## src/inc/ilm_pkg.sv

```systemverilog
package ilm_pkg;

  // ***************
  // Register layout
  // ***************
  localparam int IlmWidth = 8;
  localparam int BitLevel7 = 7;
  localparam int BitLevel6 = 6;
  localparam int BitLevel5 = 5;
  localparam int BitLevel4 = 4;
  localparam logic [IlmWidth-1:0] IlmResetVal = 8'h00;
  localparam logic [IlmWidth-1:0] IlmLevelBits = 8'hf0;

  // ***************
  // Operand addressing forms
  // ***************
  typedef enum logic [3:0] {
    ADDR_REGISTER = 4'h1,
    ADDR_INDIRECT = 4'h2,
    ADDR_INDEXED = 4'h4,
    ADDR_DIRECT = 4'h8
  } ilm_addr_mode_t;

  // ***************
  // Access state
  // ***************
  typedef enum logic [1:0] {
    ST_IDLE = 2'h1,
    ST_ACCESS = 2'h2
  } ilm_state_t;

  function automatic logic ilmSelected(input logic sel, input ilm_addr_mode_t mode);
    ilmSelected = sel && (mode == ADDR_REGISTER);
  endfunction : ilmSelected

endpackage : ilm_pkg

```

## src/inc/ilm_req_if.sv

```systemverilog
`timescale 1ns/1ps
interface ilm_req_if;
  import ilm_pkg::*;
  logic [IlmWidth-1:0] raw;
  logic [IlmWidth-1:0] mask;
  logic [IlmWidth-1:0] gated;
  modport gate (input raw, input mask, output gated);
  modport user (output raw, output mask, input gated);
endinterface : ilm_req_if

```

## src/ilm_gate.sv

```systemverilog
`timescale 1ns/1ps
module ilm_gate
  import ilm_pkg::*;
(
  ilm_req_if.gate bus // Raw requests and mask in, gated out
);
  // Only the four level bits carry sources
  assign bus.gated = bus.raw & bus.mask & IlmLevelBits;
endmodule : ilm_gate

```

## src/ilm_top.sv

```systemverilog
// Function
// Bit 7 gates level seven, port 4 pins 0-3; 0 masks, 1 unmasks.
// Bit 6 gates level six, port 4 pins 4-7; 0 masks, 1 unmasks.
// Bit 5 gates level five, port 2 pins 4-7; 0 masks, 1 unmasks.
// Bit 4 gates level four from the watch timer; 0 masks, 1 unmasks.
// Register reachable only by register-mode operand addressing.
// Requests forwarded only while unmasked; bits read/write; reset value undefined.
`timescale 1ns/1ps
module ilm_top
  import ilm_pkg::*;
(
  input wire logic clock, // 25 MHz system clock
  input wire logic srst, // Synchronous reset, active high
  input wire logic regSel, // Core selects this register
  input wire ilm_addr_mode_t addrMode, // Operand addressing form
  input wire logic regWr, // Write strobe
  input wire logic regRd, // Read strobe
  input wire logic [IlmWidth-1:0] regWdata, // Write data
  output logic [IlmWidth-1:0] regRdata_r, // Read data
  output logic regRvalid_r, // Read data valid pulse
  input wire logic level_seven_request, // Port 4 pins 0-3
  input wire logic level_six_request, // Port 4 pins 4-7
  input wire logic level_five_request, // Port 2 pins 4-7
  input wire logic level_four_request, // Watch timer
  output logic [IlmWidth-1:0] maskOut_r, // Mask register value
  output logic [IlmWidth-1:0] coreRequest_r // Gated requests to core
);

  // ***************
  // Mask register
  // ***************
  logic [IlmWidth-1:0] mask_r;
  logic hit;
  ilm_state_t state_r;

  assign hit = ilmSelected(regSel, addrMode);

  // Reset value is undefined; zero is used so nothing fires early
  always_ff @(posedge clock) begin
    if (srst) begin
      mask_r <= IlmResetVal;
    end else if (hit && regWr) begin
      mask_r <= regWdata;
    end
  end

  always_ff @(posedge clock) begin
    if (srst) begin
      state_r <= ST_IDLE;
    end else begin
      case (state_r)
        ST_IDLE: begin
          if (hit && (regWr || regRd)) begin
            state_r <= ST_ACCESS;
          end
        end
        ST_ACCESS: begin
          state_r <= (hit && (regWr || regRd)) ? ST_ACCESS : ST_IDLE;
        end
        default: begin
          state_r <= ST_IDLE;
        end
      endcase
    end
  end

  always_ff @(posedge clock) begin
    if (srst) begin
      regRdata_r <= IlmResetVal;
      regRvalid_r <= 1'b0;
    end else begin
      regRvalid_r <= hit && regRd;
      if (hit && regRd) begin
        regRdata_r <= mask_r;
      end
    end
  end

  // ***************
  // Request gating
  // ***************
  ilm_req_if req ();
  ilm_gate u_gate (
    .bus(req.gate)
  );

  always_comb begin
    req.raw = IlmResetVal;
    req.raw[BitLevel7] = level_seven_request;
    req.raw[BitLevel6] = level_six_request;
    req.raw[BitLevel5] = level_five_request;
    req.raw[BitLevel4] = level_four_request;
    req.mask = mask_r;
  end

  always_ff @(posedge clock) begin
    if (srst) begin
      coreRequest_r <= IlmResetVal;
      maskOut_r <= IlmResetVal;
    end else begin
      coreRequest_r <= req.gated;
      maskOut_r <= mask_r;
    end
  end

endmodule : ilm_top

```

## config.mk

```make
export PLATFORM = sky130hd
export DESIGN_NAME = ilm_top
export DESIGN_NICKNAME = d
export VERILOG_FILES = /design/src/inc/ilm_pkg.sv /design/src/inc/ilm_req_if.sv /design/src/ilm_gate.sv /design/src/ilm_top.sv
export SDC_FILE = /design/constraint.sdc
export NUM_CORES = 1
export LEC_CHECK = 0
export BUFFER_PORTS_ARGS = -buffer_cell sky130_fd_sc_hd__buf_2
export CAP_MARGIN = 20
export CORE_UTILIZATION = 47
export CTS_CLUSTER_SIZE = 30
export DETAILED_ROUTE_END_ITERATION = 16
export PLACE_DENSITY = 0.8
export SLEW_MARGIN = 20
export SYNTH_ARGS = -nofsm -noshare
export SYNTH_HDL_FRONTEND = slang
export SYNTH_HIERARCHICAL = 1
export SYNTH_SLANG_ARGS = --single-unit
```

## constraint.sdc

```tcl
create_clock -name clock -period 1 [get_ports clock]
set_input_delay 0.2 -clock clock [delete_from_list [all_inputs] [get_ports clock]]
set_output_delay 0.2 -clock clock [all_outputs]
set_load 0.01 [all_outputs]
```

==> qor.csv, run 1 <==
metric;value;unit
syn_area;1190;um^2
r2r_setup_slack;0.29;ns
place_area;1440;um^2
routed_wl;2120;um
grt_pass1_wl;3060;um
min_period_over_period;98.1;%
ys_warn_count;6;
vias_per_cell;4.46;
initial_utilization;52.0;%
hold_end;mask_r[6];
htree_levels;2;
grt_usage;16.3;%
clock_skew;0.00747;ns
path_clk_slew;0.09;ns
worstSkewPairLatency;0.31;ns
cts_buffers;5;
maxCapViolCount;0;
cts_sinks;33;
crit_start;regRdata_r[2];
cts-root-buf;clkbuf_4;
fin_crit;0.981;ns
p_per_area;1540;nW/um^2
syn2layout_area_growth;33.6;%
nets;178;
finalMaxSlewViolations;0;
arrival;0.78;ns
top_layer;met4;
required;0.80;ns
crit_slowest_cell;dfxtp_2;
worstHoldStart;regWdata[6];
nFillCells;178;
finalInstanceArea;1600;um^2
crit_path_start_kind;flip-flop;
cts_tree;done;
port_buffers;45;
syn_inst;107;
die_w;52.4;um
diodes;0;
path_buf_inv;1;
crit_fanout;2;
crit_family;flip-flops;
path_class;flip-flop to output port;
hold_path.class;primary input to flip-flop;
setup_viol;0;
ios;46;
grt_pass1_vias;754;
reg2reg_to;coreRequest_r[5];
rows;17;
met2_length;1060;um
p_leak;0.905;nW
crit_path_end_kind;output port;
drtIter0Drc;11;
grt_max_degree;32;
wl_met3;128;um
drcViolationCount;0;
worstReg2RegStart;mask_r[5];
firstDrtPassIters;4;
slowest_delay;0.35;ns
antenna_found_initial;0;
die_h;52.4;um
hold_viol;0;
drt-met1-wl;915;um
core_area;2300;um^2
total_power;2.46;mW
postRouteAntennaNets;0;
syn_avg_cell_area;11.2;um^2
drive_gt1_share;43.7;%
dp_hpwl;1440;um
ff2ff_path_depth;2;
grt_overflow_total;0;
via_count;830;
die-area;2750;um^2
outcome;complete, no violations;
hold_depth;3;
peakVddDrop;1320;uV
clock.fmax;1020;MHz
detail_route.wl_per_cell;11.4;um
clk_path_buf_depth;2;
crit_chain;buf_2;
rsz0062_at_grt;true;
gp_congestion;0.647;
-- sequential cells by signal (all words and copies together), names as in the netlist --
register / flops
coreRequest_r: 8
maskOut_r: 8
mask_r: 8
regRdata_r: 8
regRvalid_r: 1
-- stage by stage --
stage | hold WS [ns] | std cells | utilization [%] | setup WS [ns] | TNS (ns)
2_1_floorplan | 0.352 | 110 | - | 0.168 | 0
3_3_place_gp | 0.459 | 177 | 62.7 | 0.00397 | 0
3_5_place_dp | 0.460 | 177 | 62.7 | -0.0281 | -0.274
4_1_cts | 0.118 | 185 | 67.1 | 0.000682 | 0
5_1_grt | 0.113 | 186 | 69.5 | -0.0226 | -0.0942
6_report | 0.128 | 186 | 69.5 | 0.0194 | 0
-- how the worst max path moves through the flow --
stage | to | slack, ns | depth (start not counted)
floorplan | regRdata_r[4] | 0.17 | 4
global placement | mask_r[4] | 0.004 | 4
detailed placement | regRdata_r[1] | -0.03 | 5
CTS | regRdata_r[1] | 0.0007 | 1
global route | regRdata_r[7] | -0.02 | 1
finish | regRdata_r[2] | 0.02 | 1
-- power breakdown --
part / internal, mW / switching (mW) / total (mW)
registers: 1.33 / 0.00322 / 1.33
logic: 0.0726 / 0.0581 / 0.131
clock network: 0.597 / 0.403 / 1.00
total: 2.00 / 0.464 / 2.46
-- cell usage in the layout (no fill, tap or decap) --
cell type,n
and2_1,4
buf_12,1
buf_2,37
buf_4,2
buf_6,8
bufinv_16,1
clkbuf_1,1
clkbuf_4,5
clkbuf_8,1
conb_1,4
dfxtp_1,23
dfxtp_2,10
inv_1,8
mux2i_1,16
nand2b_1,24
nand4_2,1
nand4_4,1
nor2_1,1
nor2_4,1
nor2b_1,8
nor2b_4,1
-- final cells by class --
type	count	area, um^2	share of cell area [%]
inverter	8	30.0	1.88
multi-input combinational	61	463	29.0
sequential	33	673	42.2
clock buffer	7	55.1	3.45
clock inverter	1	30.0	1.88
timing repair buffer	48	310	19.4
tap	28	35.0	2.19
-- routing by layer --
metal	track usage (%)	up-vias
li1	-	422
met1	17.9	378
met2	26.6	28
met3	6.09	2
met4	9.21	0
met5	0	-
-- timing repair --
action	4_1_cts	5_1_grt
gates resized for setup	8	10
endpoints found under the hold margin	0	0
setup endpoints to repair	7	10
setup buffers	0	1
hold buffers	0	0
(Power assumes the default switching activity.)
==> run 2, diff against run 1 <==
--- a/config.mk
+++ b/config.mk
@@ -5,12 +5,12 @@
 export SDC_FILE = /design/constraint.sdc
 export NUM_CORES = 1
 export LEC_CHECK = 0
-export BUFFER_PORTS_ARGS = -buffer_cell sky130_fd_sc_hd__buf_2
 export CAP_MARGIN = 20
-export CORE_UTILIZATION = 47
+export CORE_UTILIZATION = 55
 export CTS_CLUSTER_SIZE = 30
 export DETAILED_ROUTE_END_ITERATION = 16
-export PLACE_DENSITY = 0.8
+export DONT_BUFFER_PORTS = 1
+export PLACE_DENSITY = 0.73
 export SLEW_MARGIN = 20
 export SYNTH_ARGS = -nofsm -noshare
 export SYNTH_HDL_FRONTEND = slang
==> run 2 against run 1 <==
Total power decreased by 8.2%. Flip-flop and latch count unchanged. Clock power decreased by 15%. Global-route usage increased by 2.0 points.
==> qor.csv, run 2 (synthesized netlist as in run 1, its figures left out) <==
metric;value;unit
outcome;complete, no violations;
core_area;2000;um^2
path_clk_slew;0.10;ns
postRouteAntennaNets;0;
grt_usage;18.2;%
cts_sinks;33;
drcViolationCount;0;
crit_fanout;2;
grt_pass1_vias;695;
crit_path_start_kind;flip-flop;
nets;136;
cts-hold-fix-buffers;5;
clock.fmax;1060;MHz
final_util;66.3;%
die_w;48.6;um
routed_wl;1890;um
grt_max_degree;30;
stdcell_count;143;
arrival;0.74;ns
drtIter0Drc;4;
hold_end;mask_r[5];
use_met2;29.2;%
fin_tns_setup;0;ns
port_buffers;0;
layout_commonest_cell;dfxtp_1;
dpl.cell_count;130;
p_per_area;1700;nW/um^2
pre_cts_slack;0.0973;ns
hold_path.class;primary input to flip-flop;
diodes;0;
reg2reg_to;regRdata_r[7];
cts_setup_buffers;0;
rsz0062_at_grt;false;
setup_viol;0;
ctsResizeCount;0;
layout_common_cells;dfxtp_1, nand2b_1, mux2i_1, inv_1, nor2b_1;
worstHoldStart;regWdata[5];
cts-root-buf;clkbuf_4;
crit_path_end_kind;output port;
clock_skew;0.00871;ns
worstReg2RegStart;regRdata_r[7];
die-area;2360;um^2
gp_congestion;0.616;
hold_viol;0;
busiest_layer;met2;
finalMaxSlewViolations;0;
worstSkewPairLatency;0.34;ns
hold_depth;2;
detail_route.wl_per_cell;13.2;um
cts_tree;done;
ios;46;
ff2ff_path_depth;2;
vias_per_cell;4.85;
p_leak;0.686;nW
r2r_setup_slack;0.32;ns
fin_crit;0.940;ns
cts_buffers;5;
gr-usage-met3;8.49;%
required;0.80;ns
via_count;693;
maxCapViolCount;0;
nFillCells;179;
firstDrtPassIters;4;
finalInstanceArea;1330;um^2
syn2layout_area_growth;11.1;%
setup_slack;0.0597;ns
initial_utilization;59.7;%
die_h;48.6;um
use_met1;18.6;%
grt_overflow_total;0;
grt_pass1_wl;3100;um
htree_levels;2;
dp_hpwl;1210;um
clk_path_buf_depth;2;
path_class;flip-flop to output port;
peakVddDrop;1150;uV
place_area;1210;um^2
min_period_over_period;94.0;%
rows;16;
antenna_found_initial;0;
drive_gt1_share;11.2;%
## run 2: cell types whose count changed in the layout (fill, tap and decap cells not counted), sizes merged
cell	previous run	this run
dlygate4sd3	0	5
buf	48	1
clkinv	0	1
bufinv	1	0
## run 2: power breakdown
part | leakage [nW] | switching (mW) | internal (mW)
Clock | 0.0413 | 0.442 | 0.407
Combinational | 0.377 | 0.0242 | 0.0478
Sequential | 0.267 | 0.00971 | 1.33
## run 2: worst max path at each step
| stage | depth (start not counted) | startpoint | endpoint | slack, ns |
|---|---|---|---|---|
| 2_1_floorplan | 4 | addrMode[0] | regRdata_r[4] | 0.17 |
| 3_3_place_gp | 3 | addrMode[0] | mask_r[6] | 0.10 |
| 3_5_place_dp | 4 | addrMode[0] | regRdata_r[7] | 0.1 |
| 4_1_cts | 0 | regRdata_r[4] | regRdata_r[4] | 0.04 |
| 5_1_grt | 0 | regRdata_r[5] | regRdata_r[5] | 0.02 |
| 6_report | 0 | regRdata_r[1] | regRdata_r[1] | 0.06 |
## run 2: worst register-to-register path: stages (launching register included)
cell and delay [ns]:
dfxtp_1 0.40, nand2b_1 0.07, mux2i_1 0.14
## run 2: cell type report
| cell class | instances | area [um^2] | share of cell area [%] |
|---|---|---|---|
| clock inverter | 1 | 5.00 | 0.377 |
| tap | 27 | 33.8 | 2.54 |
| clock buffer | 7 | 65.1 | 4.90 |
| multi-input combinational | 61 | 463 | 34.9 |
| inverter | 8 | 30.0 | 2.26 |
| sequential | 33 | 661 | 49.8 |
| timing repair buffer | 6 | 70.1 | 5.28 |
## run 2: metal layers
metal / vias up / part of all wire (%)
li1: 339 / -
met1: 316 / 39
met2: 32 / 50
met3: 6 / 8.8
met4: 0 / 2.9
met5: - / 0
## run 2: per-stage QoR
step	power (mW)	hold slack, ns
after detailed placement	1.42	0.277
final	2.26	0.0168
after CTS	2.28	0.00545
after floorplan	1.43	0.352
after global placement	1.42	0.274
after global routing	2.32	0.00315
==> run 3, diff against run 2 <==
--- a/config.mk
+++ b/config.mk
@@ -10,7 +10,7 @@
 export CTS_CLUSTER_SIZE = 30
 export DETAILED_ROUTE_END_ITERATION = 16
 export DONT_BUFFER_PORTS = 1
-export PLACE_DENSITY = 0.73
+export PLACE_DENSITY = 0.72
 export SLEW_MARGIN = 20
 export SYNTH_ARGS = -nofsm -noshare
 export SYNTH_HDL_FRONTEND = slang
==> run 3 against run 2 <==
Worst hold slack got worse by 0.00077 ns. Clock skew decreased by 0.0062 ns. Core utilization decreased by 3.1 points. Routed wire length decreased by 6.2%. Non-clock buffer count decreased by 4. Worst setup slack improved by 0.019 ns.
==> qor.csv, run 3 (synthesized netlist as in run 1, its figures left out) <==
metric;value;unit
min_period_over_period;92.2;%
grt_pass1_wl;2910;um
worstSkewPairLatency;0.32;ns
grt_usage;17.3;%
grt_overflow_total;0;
clock_skew;0.00249;ns
crit_fanout;2;
rows;16;
clk_path_buf_depth;2;
die-area;2360;um^2
p_int;1.64;mW
nets;132;
crit_path_start_kind;flip-flop;
p_per_area;1640;nW/um^2
p_leak;0.654;nW
postRouteAntennaNets;0;
clock.fmax;1090;MHz
drtIter0Drc;3;
via_count;677;
pre_cts_slack;0.0848;ns
setup_viol;0;
drcViolationCount;0;
routed_wl;1780;um
clockPowerShare;32.8;%
outcome;complete, no violations;
htree_levels;2;
finalMaxSlewViolations;0;
grt_max_degree;30;
cts_sinks;33;
firstDrtPassIters;4;
combPwrFrac;2.8;%
dpl.cell_count;130;
rsz0062_at_grt;false;
antenna_found_initial;0;
switching_share;20.8;%
initial_utilization;59.7;%
drive_gt1_share;8.93;%
layout_common_cells;dfxtp_1, nand2b_1, mux2i_1, inv_1, nor2b_1;
place_area;1210;um^2
finalInstanceArea;1270;um^2
stdcell_count;139;
detail_route.wl_per_cell;12.8;um
arrival;0.72;ns
maxCapViolCount;0;
peakVddDrop;860;uV
fin_crit;0.922;ns
grt_pass1_vias;693;
final_util;63.2;%
dp_hpwl;1210;um
hold_viol;0;
fin_tns_setup;0;ns
cts-root-buf;clkbuf_4;
netSwitchingPower;430;uW
hold_path.class;primary input to flip-flop;
die_w;48.6;um
path_class;flip-flop to output port;
ios;46;
power_frac_seq;64.4;%
setup_slack;0.0785;ns
crit_path_end_kind;output port;
nFillCells;187;
cts_tree;done;
diodes;0;
die_h;48.6;um
core_area;2000;um^2
port_buffers;0;
vias_per_cell;4.87;
syn2layout_area_growth;5.97;%
path_clk_slew;0.09;ns
layout_commonest_cell;dfxtp_1;
required;0.80;ns
cts_buffers;5;
gp_congestion;0.597;
==> run 3: cell count changes in the layout (fill, tap and decap cells not counted), sizes merged <==
cell	before	now
dlygate4sd3	5	1
clkbuf	7	8
clkinv	1	0
==> run 3: per-layer routing <==
metal  vias up  share of wire (%)  global-route usage [%]
met1       305                 36                    14.5
li1        334                  -                       -
met5         -                  0                       0
met3         5                8.7                    8.49
met4         0                1.8                    10.3
met2        33                 53                    31.9
==> run 3: path summary, 6_finish.rpt <==
path                  from                to  slack, ns  depth (start not counted)
max          regRdata_r[4]     regRdata_r[4]       0.08                          0
min            regWdata[6]         mask_r[6]       0.02                          2
max reg2reg      mask_r[7]  coreRequest_r[7]       0.33                          2
min reg2reg      mask_r[3]      maskOut_r[3]       0.47                          2
==> run 3: through the flow <==
stage / total power [mW] / hold WS (ns)
6_report: 2.07 / 0.0161
5_1_grt: 2.16 / 0.00333
4_1_cts: 2.10 / 0.00271
3_5_place_dp: 1.42 / 0.277
3_3_place_gp: 1.42 / 0.274
2_1_floorplan: 1.43 / 0.352
==> run 3: power by group through the flow <==
stage / Sequential, mW / Combinational [mW] / Clock, mW
final: 1.34 / 0.0580 / 0.680
after global routing: 1.34 / 0.0644 / 0.756
after CTS: 1.34 / 0.0581 / 0.703
after detailed placement: 1.37 / 0.0510 / 0
after global placement: 1.37 / 0.0504 / 0
after floorplan: 1.37 / 0.0689 / 0
==> run 3: what timing repair did <==
item	CTS	global route
hold buffers	1	0
endpoints found under the hold margin	5	0
gates resized for setup	0	0
setup buffers	0	0
setup endpoints to repair	0	0
==> run 3: cell type report <==
class	count	area (um^2)	share of cell area, %
Sequential cell	33	661	52.2
Inverter	8	30.0	2.37
Multi-Input combinational cell	61	463	36.6
Timing Repair Buffer	2	30.0	2.37
Tap cell	27	33.8	2.67
Clock buffer	8	48.8	3.85
